===== src/pwm_mode_pkg.sv =====
// constants and types for the pwm and channel mode control block
package pwm_mode_pkg;
  localparam int CLK_MHZ      = 200;
  localparam int MIN_PULSE_NS = 1000;
  localparam int MIN_PULSE_CYC = (MIN_PULSE_NS * CLK_MHZ + 999) / 1000;
  localparam logic [19:0] MIN_PULSE_W = 20'(MIN_PULSE_CYC);
  localparam int TICK_SHIFT   = 5;
  localparam int PERIOD_SHIFT = 12;
  localparam int DUTY_BITS = 7;
  localparam int RATE_BITS = 5;
  localparam int ADC_BITS  = 8;
  localparam int DAC_BITS  = 8;
  localparam int NCH       = 2;
  localparam logic [6:0] DUTY_OFF   = 7'h00;
  localparam logic [6:0] DUTY_FULL  = 7'h7F;
  localparam logic [6:0] PHASE_LAST = 7'h7F;
  localparam logic [4:0] RATE_OFF   = 5'h00;
  // clock multiple of the fastest period, per rate select
  localparam logic [7:0] RATE_MULT [0:31] = '{
    8'h00, 8'h01, 8'h02, 8'h03, 8'h04, 8'h06, 8'h08, 8'h10,
    8'h18, 8'h20, 8'h28, 8'h30, 8'h38, 8'h40, 8'h48, 8'h50,
    8'h58, 8'h60, 8'h68, 8'h70, 8'h78, 8'h80, 8'h88, 8'h90,
    8'h98, 8'hA0, 8'hA8, 8'hB0, 8'hB8, 8'hC0, 8'hC8, 8'hE0};
  localparam logic [7:0] RATE_LIMIT_OFF = 8'h00;
  localparam logic [7:0] COMMON_CFG_OFF = 8'h04;
  localparam logic [7:0] CH0_CFG_OFF    = 8'h08;
  localparam logic [7:0] CH1_CFG_OFF    = 8'h0C;
  localparam logic [7:0] CTRL_CFG_OFF   = 8'h10;
  localparam logic [7:0] STATUS_OFF     = 8'h14;
  localparam int RATE_LSB   = 0;
  localparam int MINOUT_LSB = 9;
  localparam int INTREF_BIT = 0;
  localparam int PDN_LSB    = 1;
  localparam logic [31:0] RATE_LIMIT_RST = 32'h0000_0000;
  localparam logic [31:0] COMMON_CFG_RST = 32'h0000_001E;
  localparam logic [31:0] CH_CFG_RST     = 32'h0000_0010;
  localparam logic [31:0] CTRL_CFG_RST   = 32'h0000_0003;
  localparam logic [15:0] CTRL_STOP_CODE = 16'h0004;
  localparam logic [1:0]  PDN_UP         = 2'h0;
  localparam logic [2:0] GAIN_EXT = 3'h0;
  localparam logic [2:0] GAIN_1X  = 3'h1;
  localparam logic [2:0] GAIN_1P5 = 3'h2;
  localparam logic [2:0] GAIN_4X  = 3'h5;
  localparam logic [1:0] RESP_OKAY   = 2'h0;
  localparam logic [1:0] RESP_SLVERR = 2'h2;
  typedef enum logic [1:0] {REF_SUPPLY, REF_INTERNAL, REF_EXTERNAL} ref_type;
  typedef struct packed {
    logic [2:0] gain;
    logic       hiz_dis;
    logic       inv;
    logic       od;
    logic       cmp_en;
  } chan_cfg_type;
  typedef struct packed {
    ref_type    refsel;
    logic [2:0] gain;
    logic       open_loop;
    logic       input_highz;
    logic       powered;
  } chan_ctl_type;
endpackage


===== src/pwm_mode_ctrl.sv =====
// pwm generator, channel mode control and adc code conversion
`timescale 1ns/100ps
`default_nettype none
// Functional notes
// - pwm drives the shared pin only while the mode pin is high
// - codes 1 to 126 give high time of code over 128 of period
// - code 0 holds output low, code 127 holds it high
// - duty code comes only from the controller, never from software
// - five-bit rate select sets pwm frequency; zero is invalid
// - duty resolution depends on rate; short pulses clamp to one microsecond
// - comparator enable makes channel a comparator with open-loop amplifier
// - open-drain bit selects push-pull or open-drain comparator output
// - invert bit inverts comparator output polarity
// - analog input defaults high impedance; disable bit selects finite impedance
// - internal reference off after reset, enabled by its config bit
// - supply rail is default reference with unity gain
// - with internal reference gain selects 1.5, 2, 3 or 4
// - one gain encoding selects the external reference
// - power-up code in the power-down field enables voltage output
// - adc code is truncated input over full scale, saturated at maximum
// - output converter code is N bits, zero to full code
module pwm_mode_ctrl (
  // clock and reset
  input  wire logic                           CLK,
  input  wire logic                           RST,
  // axi4-lite register port
  input  wire logic [7:0]                     AWADDR,
  input  wire logic                           AWVALID,
  output logic                                AWREADY,
  input  wire logic [31:0]                    WDATA,
  input  wire logic [3:0]                     WSTRB,
  input  wire logic                           WVALID,
  output logic                                WREADY,
  output logic [1:0]                          BRESP,
  output logic                                BVALID,
  input  wire logic                           BREADY,
  input  wire logic [7:0]                     ARADDR,
  input  wire logic                           ARVALID,
  output logic                                ARREADY,
  output logic [31:0]                         RDATA,
  output logic [1:0]                          RRESP,
  output logic                                RVALID,
  input  wire logic                           RREADY,
  // pwm pin, open drain
  input  wire logic                           MODE,
  output logic                                PWM_O,
  output logic                                PWM_OE,
  // controller side
  input  wire logic [6:0]                     DUTY_CODE,
  input  wire logic [7:0]                     DAC_DATA,
  output logic [7:0]                          DAC_CODE,
  output logic [6:0]                          MIN_OUTPUT,
  output logic [15:0]                         CTRL_CONFIG,
  output logic                                CTRL_HALT,
  // adc conversion
  input  wire logic [15:0]                    ADC_VIN,
  input  wire logic [15:0]                    ADC_VFS,
  output logic [7:0]                          ADC_CODE,
  // comparator channels
  input  wire logic [1:0]                     CMP_RAW,
  output logic [1:0]                          CMP_O,
  output logic [1:0]                          CMP_OE,
  output pwm_mode_pkg::chan_ctl_type [1:0]    CHAN_CTL
);
  logic [31:0] rate_limit_r, common_cfg_r, ctrl_cfg_r;
  pwm_mode_pkg::chan_cfg_type [1:0] ch_cfg_r;
  logic [7:0]  aw_addr_r;
  logic [31:0] w_data_r;
  logic [3:0]  w_strb_r;
  logic        aw_full_r, w_full_r, bvalid_r, rvalid_r;
  logic [1:0]  bresp_r, rresp_r;
  logic [31:0] rdata_r, rd_word;
  logic        wr_do, rd_hit;
  logic [4:0]  rate_r;
  logic [6:0]  code_r, phase_r;
  logic [12:0] div_r, tick_len;
  logic [19:0] cyc_r, period_len, hi_len_r;
  logic        tick, bound, pwm_lvl_r, lvl_nxt;
  logic [7:0]  adc_code_r, adc_nxt, dac_code_r;
  logic [23:0] adc_quot;
  logic [1:0]  cmp_res_r;

  function automatic logic [31:0] merge(input logic [31:0] old, input logic [31:0] d,
                                        input logic [3:0] s);
    logic [31:0] m;
    m = old;
    for (int b = 0; b < 4; b++) begin
      if (s[b]) begin
        m[b*8 +: 8] = d[b*8 +: 8];
      end
    end
    return m;
  endfunction

  // write path: address and data taken in either order, answer follows both
  assign AWREADY = !aw_full_r && !bvalid_r;
  assign WREADY  = !w_full_r && !bvalid_r;
  assign wr_do   = aw_full_r && w_full_r && !bvalid_r;
  assign BVALID  = bvalid_r;
  assign BRESP   = bresp_r;

  always_ff @(posedge CLK or posedge RST) begin
    if (RST) begin
      aw_full_r <= 1'b0;
      aw_addr_r <= 8'h00;
    end else if (AWVALID && AWREADY) begin
      aw_full_r <= 1'b1;
      aw_addr_r <= AWADDR;
    end else if (wr_do) begin
      aw_full_r <= 1'b0;
    end
  end

  always_ff @(posedge CLK or posedge RST) begin
    if (RST) begin
      w_full_r <= 1'b0;
      w_data_r <= 32'h0000_0000;
      w_strb_r <= 4'h0;
    end else if (WVALID && WREADY) begin
      w_full_r <= 1'b1;
      w_data_r <= WDATA;
      w_strb_r <= WSTRB;
    end else if (wr_do) begin
      w_full_r <= 1'b0;
    end
  end

  always_ff @(posedge CLK or posedge RST) begin
    if (RST) begin
      bvalid_r <= 1'b0;
      bresp_r  <= pwm_mode_pkg::RESP_OKAY;
    end else if (wr_do) begin
      bvalid_r <= 1'b1;
      unique case (aw_addr_r)
        pwm_mode_pkg::RATE_LIMIT_OFF, pwm_mode_pkg::COMMON_CFG_OFF,
        pwm_mode_pkg::CH0_CFG_OFF, pwm_mode_pkg::CH1_CFG_OFF,
        pwm_mode_pkg::CTRL_CFG_OFF: bresp_r <= pwm_mode_pkg::RESP_OKAY;
        default: bresp_r <= pwm_mode_pkg::RESP_SLVERR;
      endcase
    end else if (BREADY) begin
      bvalid_r <= 1'b0;
    end
  end

  // register file; no field here reaches the duty code
  always_ff @(posedge CLK or posedge RST) begin
    if (RST) begin
      rate_limit_r <= pwm_mode_pkg::RATE_LIMIT_RST;
      common_cfg_r <= pwm_mode_pkg::COMMON_CFG_RST;
      ctrl_cfg_r   <= pwm_mode_pkg::CTRL_CFG_RST;
      ch_cfg_r     <= {2{pwm_mode_pkg::CH_CFG_RST[6:0]}};
    end else if (wr_do) begin
      unique case (aw_addr_r)
        // rate and limit share one word, so one write carries both
        pwm_mode_pkg::RATE_LIMIT_OFF:
          rate_limit_r <= merge(rate_limit_r, w_data_r, w_strb_r);
        pwm_mode_pkg::COMMON_CFG_OFF: common_cfg_r <= merge(common_cfg_r, w_data_r, w_strb_r);
        pwm_mode_pkg::CTRL_CFG_OFF:   ctrl_cfg_r   <= merge(ctrl_cfg_r, w_data_r, w_strb_r);
        pwm_mode_pkg::CH0_CFG_OFF:    ch_cfg_r[0]  <= w_strb_r[0] ? w_data_r[6:0] : ch_cfg_r[0];
        pwm_mode_pkg::CH1_CFG_OFF:    ch_cfg_r[1]  <= w_strb_r[0] ? w_data_r[6:0] : ch_cfg_r[1];
        default: ;
      endcase
    end
  end

  // read path
  always_comb begin
    rd_hit  = 1'b1;
    rd_word = 32'h0000_0000;
    unique case (ARADDR)
      pwm_mode_pkg::RATE_LIMIT_OFF: rd_word = rate_limit_r;
      pwm_mode_pkg::COMMON_CFG_OFF: rd_word = common_cfg_r;
      pwm_mode_pkg::CH0_CFG_OFF:    rd_word = {25'h0, ch_cfg_r[0]};
      pwm_mode_pkg::CH1_CFG_OFF:    rd_word = {25'h0, ch_cfg_r[1]};
      pwm_mode_pkg::CTRL_CFG_OFF:   rd_word = ctrl_cfg_r;
      pwm_mode_pkg::STATUS_OFF:     rd_word = {16'h0, cmp_res_r, pwm_lvl_r, MODE, code_r, rate_r};
      default:                      rd_hit  = 1'b0;
    endcase
  end

  assign ARREADY = !rvalid_r;
  assign RVALID  = rvalid_r;
  assign RDATA   = rdata_r;
  assign RRESP   = rresp_r;

  always_ff @(posedge CLK or posedge RST) begin
    if (RST) begin
      rvalid_r <= 1'b0;
      rdata_r  <= 32'h0000_0000;
      rresp_r  <= pwm_mode_pkg::RESP_OKAY;
    end else if (ARVALID && ARREADY) begin
      rvalid_r <= 1'b1;
      rdata_r  <= rd_word;
      rresp_r  <= rd_hit ? pwm_mode_pkg::RESP_OKAY : pwm_mode_pkg::RESP_SLVERR;
    end else if (RREADY) begin
      rvalid_r <= 1'b0;
    end
  end

  // controller hand-off
  assign MIN_OUTPUT  = rate_limit_r[pwm_mode_pkg::MINOUT_LSB +: 7];
  assign CTRL_CONFIG = ctrl_cfg_r[15:0];
  assign CTRL_HALT   = (ctrl_cfg_r[15:0] == pwm_mode_pkg::CTRL_STOP_CODE);

  // pwm timebase: tick enable every mult*32 clocks, 128 ticks a period
  assign tick_len   = 13'(pwm_mode_pkg::RATE_MULT[rate_r]) << pwm_mode_pkg::TICK_SHIFT;
  assign period_len = 20'(pwm_mode_pkg::RATE_MULT[rate_r]) << pwm_mode_pkg::PERIOD_SHIFT;
  assign tick  = (div_r == tick_len - 13'h0001);
  assign bound = tick && (phase_r == pwm_mode_pkg::PHASE_LAST);

  always_ff @(posedge CLK or posedge RST) begin
    if (RST) begin
      div_r   <= 13'h0000;
      phase_r <= 7'h00;
      cyc_r   <= 20'h00000;
      rate_r  <= pwm_mode_pkg::RATE_OFF;
      code_r  <= pwm_mode_pkg::DUTY_OFF;
    end else if (rate_r == pwm_mode_pkg::RATE_OFF || bound) begin
      // duty and rate change only between periods, so no runt pulse
      div_r   <= 13'h0000;
      phase_r <= 7'h00;
      cyc_r   <= 20'h00000;
      rate_r  <= rate_limit_r[pwm_mode_pkg::RATE_LSB +: 5];
      code_r  <= DUTY_CODE;
    end else begin
      cyc_r <= cyc_r + 20'h00001;
      if (tick) begin
        div_r   <= 13'h0000;
        phase_r <= phase_r + 7'h01;
      end else begin
        div_r <= div_r + 13'h0001;
      end
    end
  end

  always_comb begin
    if (rate_r == pwm_mode_pkg::RATE_OFF) begin
      lvl_nxt = 1'b0;
    end else if (code_r == pwm_mode_pkg::DUTY_OFF) begin
      lvl_nxt = 1'b0;
    end else if (code_r == pwm_mode_pkg::DUTY_FULL) begin
      lvl_nxt = 1'b1;
    end else begin
      // fast rates cannot make pulses shorter than the minimum, high or low
      lvl_nxt = ((phase_r < code_r) || (cyc_r < pwm_mode_pkg::MIN_PULSE_W))
                && (cyc_r < period_len - pwm_mode_pkg::MIN_PULSE_W);
    end
  end

  always_ff @(posedge CLK or posedge RST) begin
    if (RST) begin
      pwm_lvl_r <= 1'b0;
    end else begin
      pwm_lvl_r <= lvl_nxt;
    end
  end

  // pin released for high, pulled low otherwise; nothing driven in programming mode
  assign PWM_O  = 1'b0;
  assign PWM_OE = MODE && !pwm_lvl_r;

  // adc code conversion, saturating
  assign adc_quot = (ADC_VFS == 16'h0000) ? 24'hFFFFFF : ({ADC_VIN, 8'h00} / {8'h00, ADC_VFS});
  assign adc_nxt  = (adc_quot > 24'h0000FF) ? 8'hFF : adc_quot[7:0];

  always_ff @(posedge CLK or posedge RST) begin
    if (RST) begin
      adc_code_r <= 8'h00;
      dac_code_r <= 8'h00;
    end else begin
      adc_code_r <= adc_nxt;
      dac_code_r <= DAC_DATA;
    end
  end

  assign ADC_CODE = adc_code_r;
  assign DAC_CODE = dac_code_r;

  // comparator channels and analog mode controls
  for (genvar ch = 0; ch < pwm_mode_pkg::NCH; ch++) begin : g_ch
    logic [1:0] pdn;
    assign pdn = common_cfg_r[pwm_mode_pkg::PDN_LSB + 2*ch +: 2];

    always_ff @(posedge CLK or posedge RST) begin
      if (RST) begin
        cmp_res_r[ch] <= 1'b0;
      end else begin
        cmp_res_r[ch] <= ch_cfg_r[ch].cmp_en && (CMP_RAW[ch] ^ ch_cfg_r[ch].inv);
      end
    end

    assign CMP_O[ch]  = cmp_res_r[ch] && !ch_cfg_r[ch].od;
    assign CMP_OE[ch] = ch_cfg_r[ch].cmp_en && (!ch_cfg_r[ch].od || !cmp_res_r[ch]);

    always_comb begin
      CHAN_CTL[ch].open_loop   = ch_cfg_r[ch].cmp_en;
      CHAN_CTL[ch].input_highz = !ch_cfg_r[ch].hiz_dis;
      CHAN_CTL[ch].powered     = (pdn == pwm_mode_pkg::PDN_UP);
      if (ch_cfg_r[ch].gain == pwm_mode_pkg::GAIN_EXT) begin
        CHAN_CTL[ch].refsel = pwm_mode_pkg::REF_EXTERNAL;
        CHAN_CTL[ch].gain   = pwm_mode_pkg::GAIN_1X;
      end else if (common_cfg_r[pwm_mode_pkg::INTREF_BIT]
                   && ch_cfg_r[ch].gain >= pwm_mode_pkg::GAIN_1P5
                   && ch_cfg_r[ch].gain <= pwm_mode_pkg::GAIN_4X) begin
        CHAN_CTL[ch].refsel = pwm_mode_pkg::REF_INTERNAL;
        CHAN_CTL[ch].gain   = ch_cfg_r[ch].gain;
      end else begin
        CHAN_CTL[ch].refsel = pwm_mode_pkg::REF_SUPPLY;
        CHAN_CTL[ch].gain   = pwm_mode_pkg::GAIN_1X;
      end
    end

    property p_cmp_inv;
      @(posedge CLK) disable iff (RST)
      ch_cfg_r[ch].cmp_en && !ch_cfg_r[ch].od && $stable(ch_cfg_r[ch])
        |=> CMP_O[ch] == (($past(CMP_RAW[ch]) ^ $past(ch_cfg_r[ch].inv)) && !ch_cfg_r[ch].od);
    endproperty
    a_cmp_inv: assert property (p_cmp_inv) else $error("comparator polarity wrong");

    property p_cmp_od;
      @(posedge CLK) disable iff (RST)
      ch_cfg_r[ch].od |-> !CMP_O[ch] && !(CMP_OE[ch] && cmp_res_r[ch]);
    endproperty
    a_cmp_od: assert property (p_cmp_od) else $error("open drain drives high");

    property p_ref_gain;
      @(posedge CLK) disable iff (RST)
      CHAN_CTL[ch].refsel != pwm_mode_pkg::REF_INTERNAL
        |-> CHAN_CTL[ch].gain == pwm_mode_pkg::GAIN_1X;
    endproperty
    a_ref_gain: assert property (p_ref_gain) else $error("gain not unity");

    property p_intref;
      @(posedge CLK) disable iff (RST)
      CHAN_CTL[ch].refsel == pwm_mode_pkg::REF_INTERNAL
        |-> common_cfg_r[pwm_mode_pkg::INTREF_BIT];
    endproperty
    a_intref: assert property (p_intref) else $error("internal ref used while off");
  end

  // helper: length of the current high run
  always_ff @(posedge CLK or posedge RST) begin
    if (RST) begin
      hi_len_r <= 20'h00000;
    end else if (!pwm_lvl_r) begin
      hi_len_r <= 20'h00000;
    end else if (hi_len_r != 20'hFFFFF) begin
      hi_len_r <= hi_len_r + 20'h00001;
    end
  end

  property p_mode_off;
    @(posedge CLK) disable iff (RST)
    !MODE |-> !PWM_OE;
  endproperty
  a_mode_off: assert property (p_mode_off) else $error("pwm driven in program mode");

  property p_code_zero;
    @(posedge CLK) disable iff (RST)
    rate_r != pwm_mode_pkg::RATE_OFF && code_r == pwm_mode_pkg::DUTY_OFF |=> !pwm_lvl_r;
  endproperty
  a_code_zero: assert property (p_code_zero) else $error("code zero not low");

  property p_code_full;
    @(posedge CLK) disable iff (RST)
    rate_r != pwm_mode_pkg::RATE_OFF && code_r == pwm_mode_pkg::DUTY_FULL |=> pwm_lvl_r;
  endproperty
  a_code_full: assert property (p_code_full) else $error("full code not high");

  property p_rate_off;
    @(posedge CLK) disable iff (RST)
    rate_r == pwm_mode_pkg::RATE_OFF |=> !pwm_lvl_r;
  endproperty
  a_rate_off: assert property (p_rate_off) else $error("pwm runs at invalid rate");

  property p_duty_hold;
    @(posedge CLK) disable iff (RST)
    rate_r != pwm_mode_pkg::RATE_OFF && !bound |=> $stable(code_r) && $stable(rate_r);
  endproperty
  a_duty_hold: assert property (p_duty_hold) else $error("duty changed mid period");

  property p_min_high;
    @(posedge CLK) disable iff (RST)
    $fell(pwm_lvl_r) |-> $past(hi_len_r) >= pwm_mode_pkg::MIN_PULSE_W - 20'h00001;
  endproperty
  a_min_high: assert property (p_min_high) else $error("high pulse too short");

  property p_adc_sat;
    @(posedge CLK) disable iff (RST)
    ADC_VIN >= ADC_VFS |=> ADC_CODE == 8'hFF;
  endproperty
  a_adc_sat: assert property (p_adc_sat) else $error("adc code not saturated");

  property p_bresp_hold;
    @(posedge CLK) disable iff (RST)
    BVALID && !BREADY |=> BVALID && $stable(BRESP);
  endproperty
  a_bresp_hold: assert property (p_bresp_hold) else $error("write answer dropped");
endmodule
`default_nettype wire


===== config.mk =====
export PLATFORM = sky130hd
export DESIGN_NAME = pwm_mode_ctrl
export DESIGN_NICKNAME = d
export VERILOG_FILES = /design/src/pwm_mode_pkg.sv /design/src/pwm_mode_ctrl.sv
export SDC_FILE = /design/constraint.sdc
export NUM_CORES = 1
export LEC_CHECK = 0
export BUFFER_PORTS_ARGS = -buffer_cell sky130_fd_sc_hd__buf_4
export CAP_MARGIN = 0
export CORE_MARGIN = 8
export CORE_UTILIZATION = 50
export DETAILED_ROUTE_END_ITERATION = 7
export GPL_TIMING_DRIVEN = 0
export PLACE_DENSITY = 0.76
export SYNTH_ARGS = -nofsm -noshare
export SYNTH_HDL_FRONTEND = slang
export SYNTH_SLANG_ARGS = --single-unit

===== constraint.sdc =====
create_clock -name CLK -period 10.2 [get_ports CLK]
set_input_delay 1.02 -clock CLK [delete_from_list [all_inputs] [get_ports CLK]]
set_output_delay 1.02 -clock CLK [all_outputs]
set_load 0.005 [all_outputs]

# [Yosys cells after proc, flatten, opt, wreduce, memory -nomap -nowiden]
# Memories as Yosys holds them, arrays and structs flattened.
# Index checks and enable logic that the tools add are counted.
[word_totals] ff_bits=265 romBits=256 in_bits=109 out_inout_bits=103 elab_cells=166 mem_count=1
[memory_table] name="(no name shown)" depth=32 word_bits=8 read_ports=1 rd_clocked_by_memory_dff=0 write_ports=0 line="pwm_mode_ctrl.sv:207" rtl="assign period_len = 20'(pwm_mode_pkg::RATE_MULT[rate_r]) << pwm_mode_pkg::PERIOD_SHIFT;"
[op_classes] add_sub_neg=5 div_mod_pow=1 n_lt_le_gt_ge=9 eq_ne=13 mux=27 n_bitwise=3 reduce_logical=65
[ops] cell="32-bit one-hot mux with 6 select lines" n=1
[ops] cell="3-bit AND reduction" n=14
[ops] cell="8-bit by 4-bit == test with 1-bit output, second input constant" n=4
[ops] cell="13-bit two-way mux" n=2
[ops] cell="24-bit by 16-bit divider with 24-bit output" n=1
[ops] cell="8-bit by 5-bit == test with 1-bit output, second input constant" n=3
[ops] cell="24-bit by 8-bit > comparator with 1-bit output, second input constant" n=1
[ops] cell="24-bit two-way mux" n=1
[ops] cell="8-bit two-way mux" n=3
[ops] cell="20-bit by 1-bit adder with 20-bit output, second input constant" n=1
[ops] cell="1-bit logical AND" n=20
[ops] cell="20-bit less-than comparator" n=1
[ops] cell="20-bit by 8-bit less-than comparator with 1-bit output, second input constant" n=1
[ops] cell="20-bit two-way mux" n=1
[ops] cell="20-bit by 8-bit subtractor with 20-bit output, second input constant" n=1
[ops] cell="16-bit by 3-bit == test with 1-bit output, second input constant" n=1
[ops] cell="8-bit by 3-bit == test with 1-bit output, second input constant" n=2
[ops] cell="16-bit logical NOT" n=1
[ops] cell="8-bit logical NOT" n=2
[ops] cell="7-bit == test, second input constant" n=2
[ops] cell="7-bit two-way mux" n=2
[ops] cell="13-bit by 1-bit adder with 13-bit output, second input constant" n=1
[ops] cell="13-bit == test" n=1
[ops] cell="13-bit by 1-bit subtractor with 13-bit output, second input constant" n=1
[ops] cell="other kinds (20)" n=55

# [Longest topological paths before layout]
[logic_depth] ltp_word=10 ltp_mapped=256

# [Least setup slack after synthesis]
# Ideal clock, no wire load.
[synth_timing] kind="input -> register" start="input port ADC_VFS[0]" end="register adc_code_r[0] (netlist: ADC_CODE[0])" t_arrival_ns=51.164 t_required_ns=10.061 path_slack_ns=-41.102 path_stages=239 n_path_buf=23 cell_sequence="clkbuf_1 -> inv_1 -> clkbuf_1 -> ha_1 -> or4b_2 -> nor4_1 -> o21a_1 -> ha_1 -> o21ai_0 -> nand2b_1 -> nand3_1 -> mux2_4 -> ha_1 -> a21oi_1 -> nand2_1 -> and3_1 -> o31ai_1 -> ha_1 -> [... 203 more ...] -> o21a_1 -> o21ai_0 -> nand3_1 -> a211oi_2 -> nand3_1 -> nor3_4 -> buf_4 -> mux2_1 -> ha_1 -> a21oi_1 -> nor2_1 -> a21oi_1 -> o211ai_1 -> nor2_1 -> nand4_1 -> a311oi_1 -> nand4_1 -> or4_1"
[synth_via] elab_chain_len=4 elab_cells_between_ends=5 cone_classes="div: 1; order compare: 1; mux: 2; reduce/logical: 1"
[synth_lines] element="start, declared" line="pwm_mode_ctrl.sv:57" rtl="input wire logic [15:0] ADC_VFS,"
[synth_lines] element="24-bit by 16-bit divider with 24-bit output / 16-bit logical NOT (equally long branches)" line="pwm_mode_ctrl.sv:263" rtl="assign adc_quot = (ADC_VFS == 16'h0000) ? 24'hFFFFFF : ({ADC_VIN, 8'h00} / {8'h00, ADC_VFS});"
[synth_lines] element="24-bit two-way mux (*)" line="pwm_mode_ctrl.sv:263"
[synth_lines] element="24-bit by 8-bit > comparator with 1-bit output" line="pwm_mode_ctrl.sv:264" rtl="assign adc_nxt = (adc_quot > 24'h0000FF) ? 8'hFF : adc_quot[7:0];"
[synth_lines] element="8-bit two-way mux (*)" line="pwm_mode_ctrl.sv:264"
[synth_lines] element="named net adc_nxt[0]" line="pwm_mode_ctrl.sv:79" rtl="logic [7:0] adc_code_r, adc_nxt, dac_code_r;"
[synth_lines] element="end signal, assigned" line="pwm_mode_ctrl.sv:271" rtl="adc_code_r <= adc_nxt;"
[synth_lines] element="end, declared" line="pwm_mode_ctrl.sv:79"
# The timed path passes the listed nets; every way through them passes the cells marked *.
# A chain may end at the register's enable or synchronous reset.

# [Worst setup path in the final report]
# Ends and elaborated chain as after synthesis.

==> results.py <==
metrics = {
    "route": {
        "totalWireLength_um": 82810,
        "drtIter0Drc": 1982,
        "drt.antenna.violating_nets": 0,
        "wl_per_cell_um": 19.55,
        "avgViaCountPerCell": 6.139,
        "num_vias": 26000,
        "drc": 0,
        "first_pass_iters": 6,
    },
    "timing": {
        "fin_crit_ps": 47540,
        "hold_viol_final": 0,
        "finalSetupViolCount": 8,
        "skew_ps": 12.92,
        "tightest_slew_ps": 1436,
        "drv_slew": 0,
        "whs_ps": 429.4,
        "max_freq_mhz": 21.03,
        "fin_crit_sh": 4.661,
        "rsz0062_at_grt": "true",
        "slew_headroom": 0.04132,
        "setup_ws_ps": -37340,
    },
    "logic_synthesis": {
        "synth-async-reset-ratio": 1.000,
        "syn_inst": 3074,
        "ys_ff_latch": 263,
        "yosysTopAreaCell": "dfrtp_1",
        "syn_area_mm2": 0.02665,
        "yosys-top-cells-count": "292 x nor2_1, 279 x ha_1, 255 x dfrtp_1",
        "synth_compound_area_frac": 0.2109,
        "synth_top_family_by_area": "compound AO/OA/AOI/OAI gates",
        "muxShareOfSynthArea": 0.1268,
        "yosysSeqAreaShare": 0.2473,
        "synth_edf_count": 0,
        "synth.distinct_cells": 102,
        "yosysTopAreaCellShare": 0.2394,
        "syn_area_per_cell_um2": 8.670,
        "synth_simple_gate_area_share": 0.1790,
        "yosys.area_share.adder": 0.1317,
        "yosysMostFrequentCell": "nor2_1",
        "synth_ff_type": "dfrtp_1",
        "synth_xor_area_frac": 0.06798,
        "yosys-top-cells-area": "dfrtp_1 24%, ha_1 13%, mux2_2 9.5%, nor2_1 4.1%, a21oi_1 4.0%",
        "yosysWarnings": 0,
    },
    "floorplanning": {
        "die_height_um": 246.9,
        "die_w_um": 246.9,
        "core-area_mm2": 0.05266,
        "fp.dieArea_mm2": 0.06095,
        "initial_core_util": 0.5062,
        "rows": 84,
        "io-pin-count": 212,
    },
    "global_route": {
        "grt_overflow": 0,
        "grt_pass1_vias": 24490,
        "grt_max_degree": 132,
        "track_usage": 0.2502,
        "antenna_found_initial": 0,
        "grt_first_pass_wirelength_um": 126600,
    },
    "cts": {
        "cts-hold-fix-buffers": 0,
        "cts_buffers": 26,
        "ctsLongestPathBuffers": 3,
        "htree_num_levels": 1,
        "clk_latency_ps": 560,
        "tritoncts": "built",
        "clk_pin_slew_ps": 60,
        "numClockSinks": 263,
        "root_buffer": "clkbuf_16",
    },
    "layout": {
        "fin_area_mm2": 0.03431,
        "nFillCells": 4127,
        "drive_gt1_frac": 0.3121,
        "regArea_mm2": 0.006591,
        "synthToLayoutAreaGrowth_pct": 28.72,
        "multi_input_area_mm2": 0.02132,
        "final_nets": 3916,
        "diodes": 0,
    },
    "place": {
        "dpl_worst_slack_ps": -41700,
        "gp_congestion": 0.9349,
        "hpwl_um": 59840,
        "placed_area_mm2": 0.03052,
        "port-buffer-count": 205,
    },
    "setup_path": {
        "critPathSlowestCell": "or4_4",
        "crit_top_cell": "o21a_1",
        "cp.required_ps": 10620,
        "worstRegToRegCells": 18,
        "critPathKind": "input port to flip-flop",
        "cp-end-kind": "flip-flop",
        "max_stage_delay_ps": 550,
        "startpoint_type": "input port",
        "cp.arrival_ps": 47960,
        "cp_max_fo": 10,
    },
    "status": {
        "violations": "setup timing",
        "status": "finished with violations",
    },
    "job": {
        "cap_violations": 0,
    },
    "hold_path": {
        "hold_path_class": "input port to asynchronous set/reset pin",
    },
}
[sequential cells by signal (all words and copies together) (netlist names), 7 cells and up]
| signal | count |
|---|---|
| DAC_CODE | 8 |
| div_r | 13 |
| RDATA | 32 |
| cyc_r | 20 |
| phase_r | 7 |
| w_data_r | 32 |
| ch_cfg_r | 12 |
| ctrl_cfg_r | 32 |
| aw_addr_r | 8 |
| code_r | 7 |
| ADC_CODE | 8 |
| common_cfg_r | 32 |
| rate_limit_r | 32 |
[critical path: cells and delay by family]
family	cells	cell delay, ps
buf+inv	30	4400
compound gates	126	23870
mux	4	1150
fa+ha+maj	25	6430
simple gates	62	10970
[cell families (layout without fill, tap and decap cells)]
family / count (synthesis) / count (layout)
simple gates: 971 / 971
compound gates: 834 / 834
mux: 296 / 296
fa+ha+maj: 280 / 280
flops: 263 / 263
buf+inv: 223 / 694
xor+xnor: 206 / 206
other cells: 1 / 3
[area by class of cell]
type | count | share of cell area
multi-input cells | 2590 | 0.6216
flip-flops and latches | 263 | 0.1921
repair buffers | 424 | 0.09869
clock buffers | 42 | 0.02305
well taps | 688 | 0.02509
clock inverters | 6 | 0.001568
plain buffers | 119 | 0.02633
inverters | 103 | 0.01156
[what timing repair did]
action / CTS / global route
setup endpoints to repair: 8 / 8
pin swaps: 100 / 124
gates resized for setup: 117 / 123
setup buffers: 109 / 96
cloned: 3 / 4
[layer usage]
metal | global-route usage | vias to the layer above | wire length (µm)
li1 | - | 12350 | -
met1 | 0.3313 | 12440 | 35610
met2 | 0.4146 | 992 | 38610
met3 | 0.03302 | 219 | 5331
met4 | 0.09075 | 0 | 3247
met5 | 0 | - | 0
[path summary, 6_finish.rpt]
check	start	end	slack [ps]
worst max-delay path	ADC_VFS[0]	ADC_CODE[0]	-37340
worst min-delay path	RST	div_r[2]	430
worst max register to register	rate_r[0]	cyc_r[17]	5930
worst min register to register	cyc_r[0]	cyc_r[0]	460
max in group asynchronous	RST	RDATA[25]	8430
min in group CLK	cyc_r[0]	cyc_r[0]	460
[stage by stage]
step                TNS, ps  utilization  instances
global placement    -477460       0.5776       3969
floorplan           -202280            -       3076
global route        -228590       0.6515       4235
finish              -218630       0.6515       4235
CTS                 -213590       0.6236       4133
detailed placement  -246580       0.5796       3973
[cells in the final DEF, fill, tap and decap left out, drive strengths merged, types with 37 or more instances in the layout]
| cell | Yosys | final |
|---|---|---|
| nor2 | 294 | 294 |
| o21ai | 156 | 156 |
| inv | 103 | 105 |
| nand2 | 213 | 213 |
| dfrtp | 255 | 255 |
| buf | 48 | 480 |
| nand4 | 37 | 37 |
| nor3 | 82 | 82 |
| xor2 | 87 | 87 |
| mux2 | 241 | 241 |
| ha | 279 | 279 |
| a21o | 79 | 79 |
| a21oi | 218 | 218 |
| o21a | 70 | 70 |
| mux2i | 46 | 46 |
| nand2b | 41 | 41 |
| nand3 | 91 | 91 |
| clkbuf | 72 | 105 |
| xnor2 | 119 | 119 |
Power is left out: the tool's default activity adds up to more than one toggle a clock period on the data nets, which glitch-free logic cannot reach.
